===== src/core/pmcg_defs.svh =====
// How it works
// - Watchdog on own clock wakes from power-down
// - Level external pins and keyboard wake device
// - Real-time clock wakes unless its clock off
// - Power-mode field sits in bits 1:0
// - Modes: run, idle, power-down, total power-down
// - Power-down stops oscillator; RC may keep running
// - Bits 2 and 3 are free user flags
// - Bit 4 enables the brownout interrupt request
// - Bit 6 steers serial bit 7 view
// - Bit 7 passes or halves baud ticks
// - Capture unit clock off by bit/mode/config
// - UART clock off by bit or power-down
// - SPI clock off by bit or power-down
// - I2C clock off by bit or power-down
// - Bit 4 stops the converter clock
// - EEPROM off by bit or power-down
// - Bit 7 gates the real-time clock off
`ifndef PMCG_DEFS_SVH
`define PMCG_DEFS_SVH

// Register indices; the byte address is four times the index.
`define PMCG_IDX_W 10
`define PMCG_IDX_PWR 10'h087
`define PMCG_IDX_PERIPH 10'h0b5
`define PMCG_IDX_STATUS 10'h0c0
`define PMCG_IDX_MASK 10'h0c1

// Power control field positions.
`define PMCG_PC_SEL_HI 1
`define PMCG_PC_SEL_LO 0
`define PMCG_PC_FLAG_A 2
`define PMCG_PC_FLAG_B 3
`define PMCG_PC_BOI 4
`define PMCG_PC_RSVD 5
`define PMCG_PC_VIEW 6
`define PMCG_PC_BAUD 7

// Peripheral power control bit positions.
`define PMCG_PP_CCU 0
`define PMCG_PP_UART 1
`define PMCG_PP_SPI 2
`define PMCG_PP_I2C 3
`define PMCG_PP_ADC 4
`define PMCG_PP_COMP 5
`define PMCG_PP_EEPROM 6
`define PMCG_PP_RTC 7

// Gates that both power-down modes force off.
`define PMCG_PD_FORCE 8'h4f

// Power-mode field codes.
`define PMCG_SEL_RUN 2'h0
`define PMCG_SEL_IDLE 2'h1
`define PMCG_SEL_PD 2'h2
`define PMCG_SEL_TPD 2'h3

// Event status bits.
`define PMCG_EVT_W 3
`define PMCG_EVT_BOD 0
`define PMCG_EVT_PDWAKE 1
`define PMCG_EVT_IDLEWAKE 2

// Reset values.
`define PMCG_RST_BYTE 8'h00
`define PMCG_RST_EVT 3'h0

`endif


===== src/core/pmcg_pkg.sv =====
package pmcg_pkg;
    // Power state, Gray coded along run, idle, power-down, total power-down.
    typedef enum logic [1:0] {
        PMCG_RUN = 2'h0,
        PMCG_IDLE = 2'h1,
        PMCG_PD = 2'h3,
        PMCG_TPD = 2'h2
    } pmcg_state_t;
endpackage : pmcg_pkg


===== src/core/pmcg_top.sv =====
// The Wishbone slave port was chosen for this implementation.
`timescale 1ns/1ps
`default_nettype none
`include "pmcg_defs.svh"
module pmcg_top (
    input wire logic MCLK,
    input wire logic SYS_RST,
    input wire logic WB_CYC_I,
    input wire logic WB_STB_I,
    input wire logic WB_WE_I,
    input wire logic [11:0] WB_ADR_I,
    input wire logic [3:0] WB_SEL_I,
    input wire logic [31:0] WB_DAT_I,
    output logic [31:0] WB_DAT_O,
    output logic WB_ACK_O,
    input wire logic WATCHDOG_CLOCK_SELECT,
    input wire logic WDT_IRQ,
    input wire logic WDT_RST,
    input wire logic EXT_IRQ_A,
    input wire logic EXT_IRQ_B,
    input wire logic EXT_A_LEVEL_MODE,
    input wire logic EXT_B_LEVEL_MODE,
    input wire logic KEYBOARD_IRQ,
    input wire logic RTC_IRQ,
    input wire logic COMPARATOR_IRQ,
    input wire logic BROWNOUT_DETECT,
    input wire logic IRQ_ANY,
    input wire logic RC_IS_SYSCLK,
    input wire logic RTC_USES_XTAL,
    input wire logic CAPTURE_UNIT_DISABLE_CFG,
    input wire logic UART_MODE_BIT,
    input wire logic UART_FRAMING_ERROR,
    input wire logic T1_OVERFLOW,
    output logic SERIAL_BIT7_RDATA,
    output logic FRAMING_ERROR_VIEW,
    output logic UART_BAUD_TICK,
    output logic BROWNOUT_IRQ_REQ,
    output logic BROWNOUT_DETECT_OFF,
    output logic COMPARATOR_FORCE_OFF,
    output logic SYS_OSC_STOP,
    output logic RC_OSC_RUN,
    output logic XTAL_RTC_KEEP,
    output logic CPU_IDLE,
    output logic CAPTURE_UNIT_CLOCK_OFF,
    output logic UART_CLOCK_OFF,
    output logic SPI_CLOCK_OFF,
    output logic I2C_CLOCK_OFF,
    output logic ADC_CLOCK_OFF,
    output logic COMPARATOR_POWER_OFF,
    output logic EEPROM_POWER_OFF,
    output logic RTC_CLOCK_OFF,
    output logic IRQ
);

    ////////////////////////////////////////////////////////////////////////////////
    // Declarations.

    // Current power state.
    pmcg_pkg::pmcg_state_t state_r;
    // User flags, interrupt enable and serial option bits.
    logic user_flag_a_r;
    logic user_flag_b_r;
    logic brownout_irq_enable_r;
    logic framing_error_view_r;
    logic baud_double_r;
    // Peripheral power control byte.
    logic [7:0] periph_r;
    // Interrupt mask, same layout as status.
    logic [`PMCG_EVT_W-1:0] mask_r;
    logic [`PMCG_EVT_W-1:0] status;
    logic [`PMCG_EVT_W-1:0] evt_set;
    logic [`PMCG_EVT_W-1:0] evt_clr;
    // Bus handshake and read path.
    logic ack_r;
    logic [7:0] rd_nxt;
    logic [7:0] rd_r;
    logic [`PMCG_IDX_W-1:0] idx;
    logic req;
    logic wr_take;
    logic rd_take;
    logic wr_pwr;
    logic wr_periph;
    logic wr_mask;
    // Wake decode.
    logic pd_any;
    logic in_idle;
    logic pd_wake;
    logic wake_now;
    // Baud halving phase.
    logic half_r;
    // Gate outputs from the per-peripheral gate flops.
    logic [7:0] gate_off;
    logic [7:0] extra_off;
    localparam logic [7:0] FORCE_MASK = `PMCG_PD_FORCE;

    // Map a written field code onto a state.
    function automatic pmcg_pkg::pmcg_state_t sel_to_state(input logic [1:0] sel);
        pmcg_pkg::pmcg_state_t s;
        s = pmcg_pkg::PMCG_RUN;
        unique case (sel)
            `PMCG_SEL_RUN: s = pmcg_pkg::PMCG_RUN;
            `PMCG_SEL_IDLE: s = pmcg_pkg::PMCG_IDLE;
            `PMCG_SEL_PD: s = pmcg_pkg::PMCG_PD;
            `PMCG_SEL_TPD: s = pmcg_pkg::PMCG_TPD;
        endcase
        return s;
    endfunction : sel_to_state

    // Map the state back onto the field code software reads.
    function automatic logic [1:0] state_to_sel(input pmcg_pkg::pmcg_state_t s);
        logic [1:0] v;
        v = `PMCG_SEL_RUN;
        unique case (s)
            pmcg_pkg::PMCG_RUN: v = `PMCG_SEL_RUN;
            pmcg_pkg::PMCG_IDLE: v = `PMCG_SEL_IDLE;
            pmcg_pkg::PMCG_PD: v = `PMCG_SEL_PD;
            pmcg_pkg::PMCG_TPD: v = `PMCG_SEL_TPD;
        endcase
        return v;
    endfunction : state_to_sel

    ////////////////////////////////////////////////////////////////////////////////
    // Wishbone slave.

    // Word index; the two low address bits are ignored.
    assign idx = WB_ADR_I[11:2];
    assign req = WB_CYC_I & WB_STB_I;
    // A write lands at the edge where the master sees ack.
    assign wr_take = req & WB_WE_I & ack_r & WB_SEL_I[0];
    assign rd_take = req & ~WB_WE_I & ack_r;
    assign wr_pwr = wr_take & (idx == `PMCG_IDX_PWR);
    assign wr_periph = wr_take & (idx == `PMCG_IDX_PERIPH);
    assign wr_mask = wr_take & (idx == `PMCG_IDX_MASK);

    // Ack one cycle after the request, dropped the cycle after.
    always_ff @(posedge MCLK) begin
        if (SYS_RST) begin
            ack_r <= 1'b0;
        end else begin
            ack_r <= req & ~ack_r;
        end
    end

    // Read mux; unmapped addresses read zero.
    always_comb begin
        rd_nxt = `PMCG_RST_BYTE;
        unique case (idx)
            `PMCG_IDX_PWR: begin
                rd_nxt[`PMCG_PC_SEL_HI:`PMCG_PC_SEL_LO] = state_to_sel(state_r);
                rd_nxt[`PMCG_PC_FLAG_A] = user_flag_a_r;
                rd_nxt[`PMCG_PC_FLAG_B] = user_flag_b_r;
                rd_nxt[`PMCG_PC_BOI] = brownout_irq_enable_r;
                rd_nxt[`PMCG_PC_RSVD] = 1'b0;
                rd_nxt[`PMCG_PC_VIEW] = framing_error_view_r;
                rd_nxt[`PMCG_PC_BAUD] = baud_double_r;
            end
            `PMCG_IDX_PERIPH: begin
                rd_nxt = periph_r;
            end
            `PMCG_IDX_STATUS: begin
                rd_nxt[`PMCG_EVT_W-1:0] = status;
            end
            `PMCG_IDX_MASK: begin
                rd_nxt[`PMCG_EVT_W-1:0] = mask_r;
            end
            default: begin
                rd_nxt = `PMCG_RST_BYTE;
            end
        endcase
    end

    // Read data is captured as ack rises and held while ack stands.
    always_ff @(posedge MCLK) begin
        if (SYS_RST) begin
            rd_r <= `PMCG_RST_BYTE;
        end else if (req & ~ack_r) begin
            rd_r <= rd_nxt;
        end
    end

    assign WB_DAT_O = {24'h00_0000, rd_r};
    assign WB_ACK_O = ack_r;

    ////////////////////////////////////////////////////////////////////////////////
    // Registers.

    // Flags and serial options; bit 5 has no storage at all.
    always_ff @(posedge MCLK) begin
        if (SYS_RST) begin
            user_flag_a_r <= 1'b0;
            user_flag_b_r <= 1'b0;
            brownout_irq_enable_r <= 1'b0;
            framing_error_view_r <= 1'b0;
            baud_double_r <= 1'b0;
        end else if (wr_pwr) begin
            user_flag_a_r <= WB_DAT_I[`PMCG_PC_FLAG_A];
            user_flag_b_r <= WB_DAT_I[`PMCG_PC_FLAG_B];
            brownout_irq_enable_r <= WB_DAT_I[`PMCG_PC_BOI];
            framing_error_view_r <= WB_DAT_I[`PMCG_PC_VIEW];
            baud_double_r <= WB_DAT_I[`PMCG_PC_BAUD];
        end
    end

    // Peripheral power byte; comparator ordering is software's duty.
    always_ff @(posedge MCLK) begin
        if (SYS_RST) begin
            periph_r <= `PMCG_RST_BYTE;
        end else if (wr_periph) begin
            periph_r <= WB_DAT_I[7:0];
        end
    end

    // Interrupt mask.
    always_ff @(posedge MCLK) begin
        if (SYS_RST) begin
            mask_r <= `PMCG_RST_EVT;
        end else if (wr_mask) begin
            mask_r <= WB_DAT_I[`PMCG_EVT_W-1:0];
        end
    end

    ////////////////////////////////////////////////////////////////////////////////
    // Power state and wake-up.

    assign pd_any = (state_r == pmcg_pkg::PMCG_PD) | (state_r == pmcg_pkg::PMCG_TPD);
    assign in_idle = (state_r == pmcg_pkg::PMCG_IDLE);

    // Wake sources valid in power-down. Brownout and comparator trips
    // cannot wake from total power-down since both circuits are off there.
    assign pd_wake = (WATCHDOG_CLOCK_SELECT & (WDT_IRQ | WDT_RST))
        | (EXT_IRQ_A & EXT_A_LEVEL_MODE) | (EXT_IRQ_B & EXT_B_LEVEL_MODE)
        | KEYBOARD_IRQ
        | (RTC_IRQ & ~periph_r[`PMCG_PP_RTC])
        | ((state_r == pmcg_pkg::PMCG_PD) & (BROWNOUT_DETECT | COMPARATOR_IRQ));

    // Idle ends on any enabled interrupt; power-down only on its sources.
    assign wake_now = (pd_any & pd_wake) | (in_idle & (IRQ_ANY | pd_wake));

    // Wake wins over a write in the same cycle, since a stopped CPU
    // cannot have meant to re-enter a mode it is leaving.
    always_ff @(posedge MCLK) begin
        if (SYS_RST) begin
            state_r <= pmcg_pkg::PMCG_RUN;
        end else if (wake_now) begin
            state_r <= pmcg_pkg::PMCG_RUN;
        end else if (wr_pwr) begin
            state_r <= sel_to_state(WB_DAT_I[`PMCG_PC_SEL_HI:`PMCG_PC_SEL_LO]);
        end
    end

    // Oscillator, brownout and comparator controls follow the state.
    always_ff @(posedge MCLK) begin
        if (SYS_RST) begin
            SYS_OSC_STOP <= 1'b0;
            RC_OSC_RUN <= 1'b1;
            XTAL_RTC_KEEP <= 1'b0;
            BROWNOUT_DETECT_OFF <= 1'b0;
            COMPARATOR_FORCE_OFF <= 1'b0;
            CPU_IDLE <= 1'b0;
        end else begin
            SYS_OSC_STOP <= pd_any;
            RC_OSC_RUN <= ~pd_any | (RC_IS_SYSCLK & ~periph_r[`PMCG_PP_RTC]);
            XTAL_RTC_KEEP <= pd_any & RTC_USES_XTAL & ~periph_r[`PMCG_PP_RTC];
            BROWNOUT_DETECT_OFF <= (state_r == pmcg_pkg::PMCG_TPD);
            COMPARATOR_FORCE_OFF <= (state_r == pmcg_pkg::PMCG_TPD);
            CPU_IDLE <= in_idle;
        end
    end

    ////////////////////////////////////////////////////////////////////////////////
    // Serial-port options and brownout interrupt.

    // Bit 7 view mux and the steering level for serial writes.
    always_ff @(posedge MCLK) begin
        if (SYS_RST) begin
            SERIAL_BIT7_RDATA <= 1'b0;
            FRAMING_ERROR_VIEW <= 1'b0;
        end else begin
            SERIAL_BIT7_RDATA <= framing_error_view_r ? UART_FRAMING_ERROR : UART_MODE_BIT;
            FRAMING_ERROR_VIEW <= framing_error_view_r;
        end
    end

    // Halving passes every second overflow; the phase is kept even
    // while doubling so switching modes loses at most one tick.
    always_ff @(posedge MCLK) begin
        if (SYS_RST) begin
            half_r <= 1'b0;
            UART_BAUD_TICK <= 1'b0;
        end else begin
            if (T1_OVERFLOW) begin
                half_r <= ~half_r;
            end
            UART_BAUD_TICK <= T1_OVERFLOW & (baud_double_r | half_r);
        end
    end

    // Brownout request; no detection runs in total power-down.
    always_ff @(posedge MCLK) begin
        if (SYS_RST) begin
            BROWNOUT_IRQ_REQ <= 1'b0;
        end else begin
            BROWNOUT_IRQ_REQ <= brownout_irq_enable_r & BROWNOUT_DETECT
                & (state_r != pmcg_pkg::PMCG_TPD);
        end
    end

    ////////////////////////////////////////////////////////////////////////////////
    // Events and interrupt.

    // Only the bits actually returned are cleared by a status read.
    assign evt_clr = (rd_take & (idx == `PMCG_IDX_STATUS)) ? rd_r[`PMCG_EVT_W-1:0]
        : `PMCG_RST_EVT;

    always_comb begin
        evt_set = `PMCG_RST_EVT;
        evt_set[`PMCG_EVT_BOD] = brownout_irq_enable_r & BROWNOUT_DETECT
            & (state_r != pmcg_pkg::PMCG_TPD);
        evt_set[`PMCG_EVT_PDWAKE] = pd_any & wake_now;
        evt_set[`PMCG_EVT_IDLEWAKE] = in_idle & wake_now;
    end

    pmcg_sticky #(
        .W(`PMCG_EVT_W)
    ) u_sticky (
        .clk(MCLK),
        .rst(SYS_RST),
        .set(evt_set),
        .clr(evt_clr),
        .mask(mask_r),
        .status(status),
        .irq(IRQ)
    );

    ////////////////////////////////////////////////////////////////////////////////
    // Peripheral gates.

    // Only the capture unit has an extra off condition.
    always_comb begin
        extra_off = `PMCG_RST_BYTE;
        extra_off[`PMCG_PP_CCU] = CAPTURE_UNIT_DISABLE_CFG;
    end

    // One gate flop per peripheral; the mask picks which obey power-down.
    for (genvar g = 0; g < 8; g++) begin : g_gate
        pmcg_gate #(
            .FORCE_IN_PD(FORCE_MASK[g])
        ) u_gate (
            .clk(MCLK),
            .rst(SYS_RST),
            .off_bit(periph_r[g]),
            .extra_off(extra_off[g]),
            .pd_any(pd_any),
            .gate_off(gate_off[g])
        );
    end

    assign CAPTURE_UNIT_CLOCK_OFF = gate_off[`PMCG_PP_CCU];
    assign UART_CLOCK_OFF = gate_off[`PMCG_PP_UART];
    assign SPI_CLOCK_OFF = gate_off[`PMCG_PP_SPI];
    assign I2C_CLOCK_OFF = gate_off[`PMCG_PP_I2C];
    assign ADC_CLOCK_OFF = gate_off[`PMCG_PP_ADC];
    assign COMPARATOR_POWER_OFF = gate_off[`PMCG_PP_COMP];
    assign EEPROM_POWER_OFF = gate_off[`PMCG_PP_EEPROM];
    assign RTC_CLOCK_OFF = gate_off[`PMCG_PP_RTC];
endmodule : pmcg_top
`default_nettype wire


===== src/core/pmcg_gate.sv =====
`timescale 1ns/1ps
`default_nettype none
`include "pmcg_defs.svh"
module pmcg_gate #(
    parameter bit FORCE_IN_PD = 1'b0
) (
    input wire logic clk,
    input wire logic rst,
    input wire logic off_bit,
    input wire logic extra_off,
    input wire logic pd_any,
    output logic gate_off
);
    // Registered so the gate never glitches on a decode race.
    always_ff @(posedge clk) begin
        if (rst) begin
            gate_off <= 1'b0;
        end else begin
            gate_off <= off_bit | extra_off | (FORCE_IN_PD & pd_any);
        end
    end
endmodule : pmcg_gate
`default_nettype wire


===== src/core/pmcg_sticky.sv =====
`timescale 1ns/1ps
`default_nettype none
`include "pmcg_defs.svh"
module pmcg_sticky #(
    parameter int W = 3
) (
    input wire logic clk,
    input wire logic rst,
    input wire logic [W-1:0] set,
    input wire logic [W-1:0] clr,
    input wire logic [W-1:0] mask,
    output logic [W-1:0] status,
    output logic irq
);
    // Set wins over clear, so an event in the clearing cycle survives.
    always_ff @(posedge clk) begin
        if (rst) begin
            status <= '0;
        end else begin
            status <= (status & ~clr) | set;
        end
    end

    // Level interrupt while any unmasked bit stands.
    assign irq = |(status & mask);
endmodule : pmcg_sticky
`default_nettype wire


===== config.mk =====
export PLATFORM = sky130hd
export DESIGN_NAME = pmcg_top
export DESIGN_NICKNAME = d
export VERILOG_FILES = /design/src/core/pmcg_pkg.sv /design/src/core/pmcg_top.sv /design/src/core/pmcg_gate.sv /design/src/core/pmcg_sticky.sv
export VERILOG_INCLUDE_DIRS = /design/src /design/src/core
export SDC_FILE = /design/constraint.sdc
export NUM_CORES = 1
export LEC_CHECK = 0
export BUFFER_PORTS_ARGS = -buffer_cell sky130_fd_sc_hd__clkbuf_2
export CAP_MARGIN = 30
export CELL_PAD_IN_SITES_DETAIL_PLACEMENT = 1
export CELL_PAD_IN_SITES_GLOBAL_PLACEMENT = 1
export CORE_ASPECT_RATIO = 1.4
export CORE_MARGIN = 1.5
export CORE_UTILIZATION = 35
export CTS_BUF_LIST = sky130_fd_sc_hd__clkbuf_4 sky130_fd_sc_hd__clkbuf_8
export DETAILED_ROUTE_END_ITERATION = 8
export GPL_ROUTABILITY_DRIVEN = 0
export PLACE_DENSITY_LB_ADDON = 0.1
export SLEW_MARGIN = 20
export SYNTH_ARGS = -nofsm -noshare
export SYNTH_HDL_FRONTEND = slang
export SYNTH_HIERARCHICAL = 1
export SYNTH_SLANG_ARGS = --single-unit

===== constraint.sdc =====
create_clock -name MCLK -period 4.46 [get_ports MCLK]
set_clock_uncertainty 0.15 [all_clocks]
set_input_delay 0.446 -clock MCLK [delete_from_list [all_inputs] [get_ports MCLK]]
set_output_delay 0.446 -clock MCLK [all_outputs]
set_load 0.05 [all_outputs]

== Word level (Yosys, flattened, before mapping) ==
Cells that the tools add are included.
Word-level totals
  latch bits: 0
  memories kept: 0
  ROM bits: 0
  RAM bits: 0
  flip-flop bits (word level): 48
  output and inout port bits: 52
  bits of input ports: 71
Operators by class
  shift operators: 0
  div/mod/pow operators: 0
  bitwise operators: 53
  order comparisons: 0
  eq/ne operators: 11
  reductions and logical operators: 4
  muxes and demuxes: 6
  $mul: 0
  add/subtract/negate cells: 0
Operators with widths (number)
  10-bit by 8-bit equality test with 1-bit output (second input constant): 4
  1-bit AND: 26
  1-bit OR: 18
  2-bit one-hot mux with 4 select lines: 2
  3-bit one-hot mux with 4 select lines: 1
  5-bit one-hot mux with 2 select lines: 1
  2-bit equality test (second input constant): 4
  3-bit AND: 2
  1-bit inverter: 5
  2-bit by 1-bit equality test with 1-bit output (second input constant): 2
  2-bit zero test: 2
  3-bit two-way mux: 1
  3-bit inverter: 1
  3-bit OR: 1
  3-bit OR reduction: 1
  2-bit inequality test (second input constant): 1
  2-bit OR reduction: 1
  1-bit two-way mux: 1

== Depth between registers and ports, before layout ==
  depth after elaboration: 12
  depth in mapped cells: 7
  gate-level depth less buffers: 7

== Cells and area by module ==
Netlist, hierarchy kept.
Modules (own cells, without submodules)
  pmcg_top: instances 1, area each 1928.1 um2, cells an instance 227
  pmcg_gate (g_gate[0].u_gate ...): instances 5, area each 28.8 um2, cells an instance 3
  pmcg_sticky: instances 1, area each 118.9 um2, cells an instance 14
  pmcg_gate (g_gate[4].u_gate ...): instances 3, area each 30.0 um2, cells an instance 2

== Worst setup path after synthesis ==
OpenSTA, ideal clock, no wires.
  kind: flip-flop to flip-flop
  start point: reg ack_r, in the netlist WB_ACK_O
  end point: reg state_r[1]
  setup time: 0.112 ns
  clock period less this slack: 2.183 ns
  stages on the path, launching flop included: 5
  path buffers: 0
  arrival: 1.921 ns
  slack: 2.277 ns
  cells stage by stage: dfxtp_1 and3_1 nand4_2 or4_1 a2111oi_1
Between the ends
  longest elaborated chain between the ends: 3
RTL lines
  start, declared: line pmcg_top.sv:74  | logic ack_r;
  start signal, assigned: line pmcg_top.sv:140  | ack_r <= req & ~ack_r;
  1-bit AND (2 in a row): line pmcg_top.sv:129  | assign wr_take = req & WB_WE_I & ack_r & WB_SEL_I[0];
  1-bit AND: line pmcg_top.sv:131  | assign wr_pwr = wr_take & (idx == `PMCG_IDX_PWR);
  end signal, assigned: line pmcg_top.sv:243  | state_r <= pmcg_pkg::PMCG_RUN;
  end signal, assigned: line pmcg_top.sv:245  | state_r <= pmcg_pkg::PMCG_RUN;
  end signal, assigned: line pmcg_top.sv:247  | state_r <= sel_to_state(WB_DAT_I[`PMCG_PC_SEL_HI:`PMCG_PC_SEL_LO]);
  end, declared: line pmcg_top.sv:59  | pmcg_pkg::pmcg_state_t state_r;
No other way between the ends.
A chain may end at the register's enable or synchronous reset.

== Worst setup path after layout ==
  start point: in WB_ADR_I[5]
  end point: reg u_sticky.status[1]
Between the ends
  longest elaborated chain between the ends: 6
RTL lines
  start, declared: line pmcg_top.sv:11  | input wire logic [11:0] WB_ADR_I,
  10-bit by 8-bit equality test with 1-bit output
  1-bit AND: line pmcg_top.sv:312  | assign evt_clr = (rd_take & (idx == `PMCG_IDX_STATUS)) ? rd_r[`PMCG_EVT_W-1:0]
  3-bit two-way mux (no line)
  net evt_clr[1]: line pmcg_top.sv:72  | logic [`PMCG_EVT_W-1:0] evt_clr;
  3-bit inverter: line pmcg_sticky.sv:20  | status <= (status & ~clr) | set;
  3-bit AND: line pmcg_sticky.sv:20
  3-bit OR: line pmcg_sticky.sv:20
  end signal, assigned: line pmcg_sticky.sv:20
  end, declared: line pmcg_sticky.sv:12  | output logic [W-1:0] status,
The timed path passes the listed nets, and every way through them passes these cells.

==> metrics.cfg <==
[timing]
fin_tns_setup_ns = 0
drv_slew = 0
tightest_slew_ns = 0.542
relSlewSlack = 0.638
period_share = 0.518
hold_violations = 0
rsz0062_at_grt = no
timing.fmax_mhz = 433
finalSetupViolCount = 0
period_minus_slack_ns = 2.31

[job]
drv_cap = 0

[power]
power_w = 0.000897
p_per_area_nw_per_um2 = 327
ir_drop_mv = 0.132
leakage_nw = 1.22

[routing]
wl_per_cell_um = 14.6
final_antenna_net_count = 0
viasPerCell = 5.06
drt_iter0_drc = 84
drtPass1Iterations = 4
vias = 2053
drt_drc_violations_left = 0
wl_um = 5940

[floorplan]
dieArea_sq_um = 7020
die_y_um = 98.5
start_util = 0.365
core-area_sq_um = 6250
rows = 34
io-pin-count = 123
dieWidth_um = 71.2

[global_routing]
grt_antenna_before_repair = 0
grt-ovfl-total = 0
grt_max_degree = 47
grtUsageTotal = 0.173
grt_first_pass_wirelength_um = 9700
grt_pass1_vias = 2047

[synthesis]
yosysTopAreaCellShare = 0.421
netlist_area_sq_um = 2280
yosysMostFrequentCell = dfxtp_1
synth_top_area_cell = dfxtp_1
syn_area_per_cell_sq_um = 8.71
synthXorXnorAreaFrac = 0.00384
ys_types = 44
ys_seq_elements = 48
synth_edf_count = 0
synth_flop_cell = dfxtp_1
synth.area.mux_share = 0.0176
synth-simple-area-share = 0.207
synth_fa_ha_area_frac = 0.0329
yosys-top-cells-count = dfxtp_1 (48), buf_4 (25), nor2_1 (22), a21oi_1 (21), o21ai_0 (21)
ys_seq_area_frac = 0.421
synth_area_leaders = dfxtp_1 (42%), buf_4 (8.2%), a21oi_1 (4.6%), o21ai_0 (4.6%), nand3_1 (4.4%)
synth_compound_area_frac = 0.190
synth_cells = 262
synth_top_family_by_area = simple AND/OR/NAND/NOR gates
async_flop_share = 0
yosys_warnings = 6

[critical_path]
cp-startpoint = WB_ADR_I[5]
max_stage_delay_ns = 0.51
critPathSlowestCell = nor4b_1
critPathMaxFanout = 10
crit_type = in -> reg
critPathLaunchType = input port
regToRegStartpoint = WB_ACK_O$_SDFF_PP0_
crit_chain = clkbuf_2 > nor4b_4 > nand4_1 > nor4b_1 > and2_1 > nand2b_1 > a21oi_1
cp-end-kind = flip-flop
critPathArrivalTime_ns = 2.36
required_ns = 4.51

[clocking]
clock_latency_ns = 0.31
postCtsSetupRepairBufs = 0
ctsResizeCount = 0
cts_tree = built
cts.reportedPaths.clkPinSlew_ns = 0.10
root_buffer = clkbuf_8
numCtsBuffers = 5
clkSinkCount = 48
htreeDepth = 2
clockBufferDepth = 2
postCtsHoldBufs = 0

[hold_path]
min_path_type = in -> reg
min_from = WB_DAT_I[5]

[place]
dp_hpwl_um = 4420
port_buffers = 69

[run_status]
status = finished clean

[layout]
area_growth_pct = 20.1
layout.nets = 410
drive_gt1_frac = 0.243
diodes = 0
final_util = 0.438

## power by group
group / internal (W) / switching, W
clock: 0.000169 / 0.000156
sequential: 0.000436 / 0.00000307
combinational: 0.0000314 / 0.000101
total: 0.000636 / 0.000260
## layout make-up
class                           count  area [sq um]
Clock buffer                        5          68.8
Clock inverter                      3          46.3
Fill cell                         798          3510
Inverter                           15          56.3
Multi-Input combinational cell    193          1140
Sequential cell                    48           961
Tap cell                           72          90.1
Timing Repair Buffer               70           373
## per-layer routing
layer / share of wire / up-vias / track usage
li1: - / 1006 / -
met5: 0 / - / 0
met1: 0.41 / 976 / 0.208
met3: 0.055 / 9 / 0.0297
met2: 0.51 / 62 / 0.305
met4: 0.023 / 0 / 0.0624
## cell usage in the layout, fill, tap and decap left out, types with 5 or more instances in the layout
cell type	synthesis	final
clkbuf_8	0	5
inv_1	15	15
nand3_1	20	20
a22oi_1	6	6
conb_1	1	31
dfxtp_1	48	48
clkbuf_2	1	69
a21oi_1	21	21
nor2_1	22	22
o21ai_0	21	21
and2_1	6	6
nor3_1	6	6
ha_1	6	6
## sequential cells by signal, indices dropped and copies added (netlist names), 2 cells and up
name,cells
g_gate.u_gate/gate_off,8
periph_r,8
rd_r,8
mask_r,3
u_sticky/status,3
state_r,2
## worst paths after layout
kind / end / slack [ns] / cells after the start
max: u_sticky/status[1]$_SDFF_PP0_ / 2.15 / 7
max reg2reg: state_r[1]$_SDFFE_PP0P_ / 2.33 / 4
min reg2reg: rd_r[5]$_SDFFE_PP0P_ / 0.32 / 2
min: periph_r[5]$_SDFFE_PP0P_ / 0.21 / 3
## critical path: cells and delay by family
family                 cells  cell delay, ns
AND/OR/NAND/NOR            5            1.75
AO/OA/AOI/OAI              1            0.06
buffers and inverters      1            0.10
## logic make-up (layout without fill, tap and decap cells)
kind of cell | Yosys count | count (layout)
flops | 48 | 48
xor+xnor | 1 | 1
mux | 4 | 4
buf+inv | 51 | 93
simple gates | 83 | 83
fa+ha+maj | 6 | 6
other cells | 1 | 31
compound gates | 68 | 68
## metrics by stage
step           setup WS [ns]  area [sq um]  instances  hold WS, ns
2_1_floorplan           2.28          2390        292        0.299
3_5_place_dp            1.76          2600        397        0.311
6_report                2.15          2740        406        0.211
4_1_cts                 2.05          2710        405        0.202
3_3_place_gp            1.75          2600        397        0.307
5_1_grt                 1.84          2740        406        0.220
(Power assumes the default switching activity.)
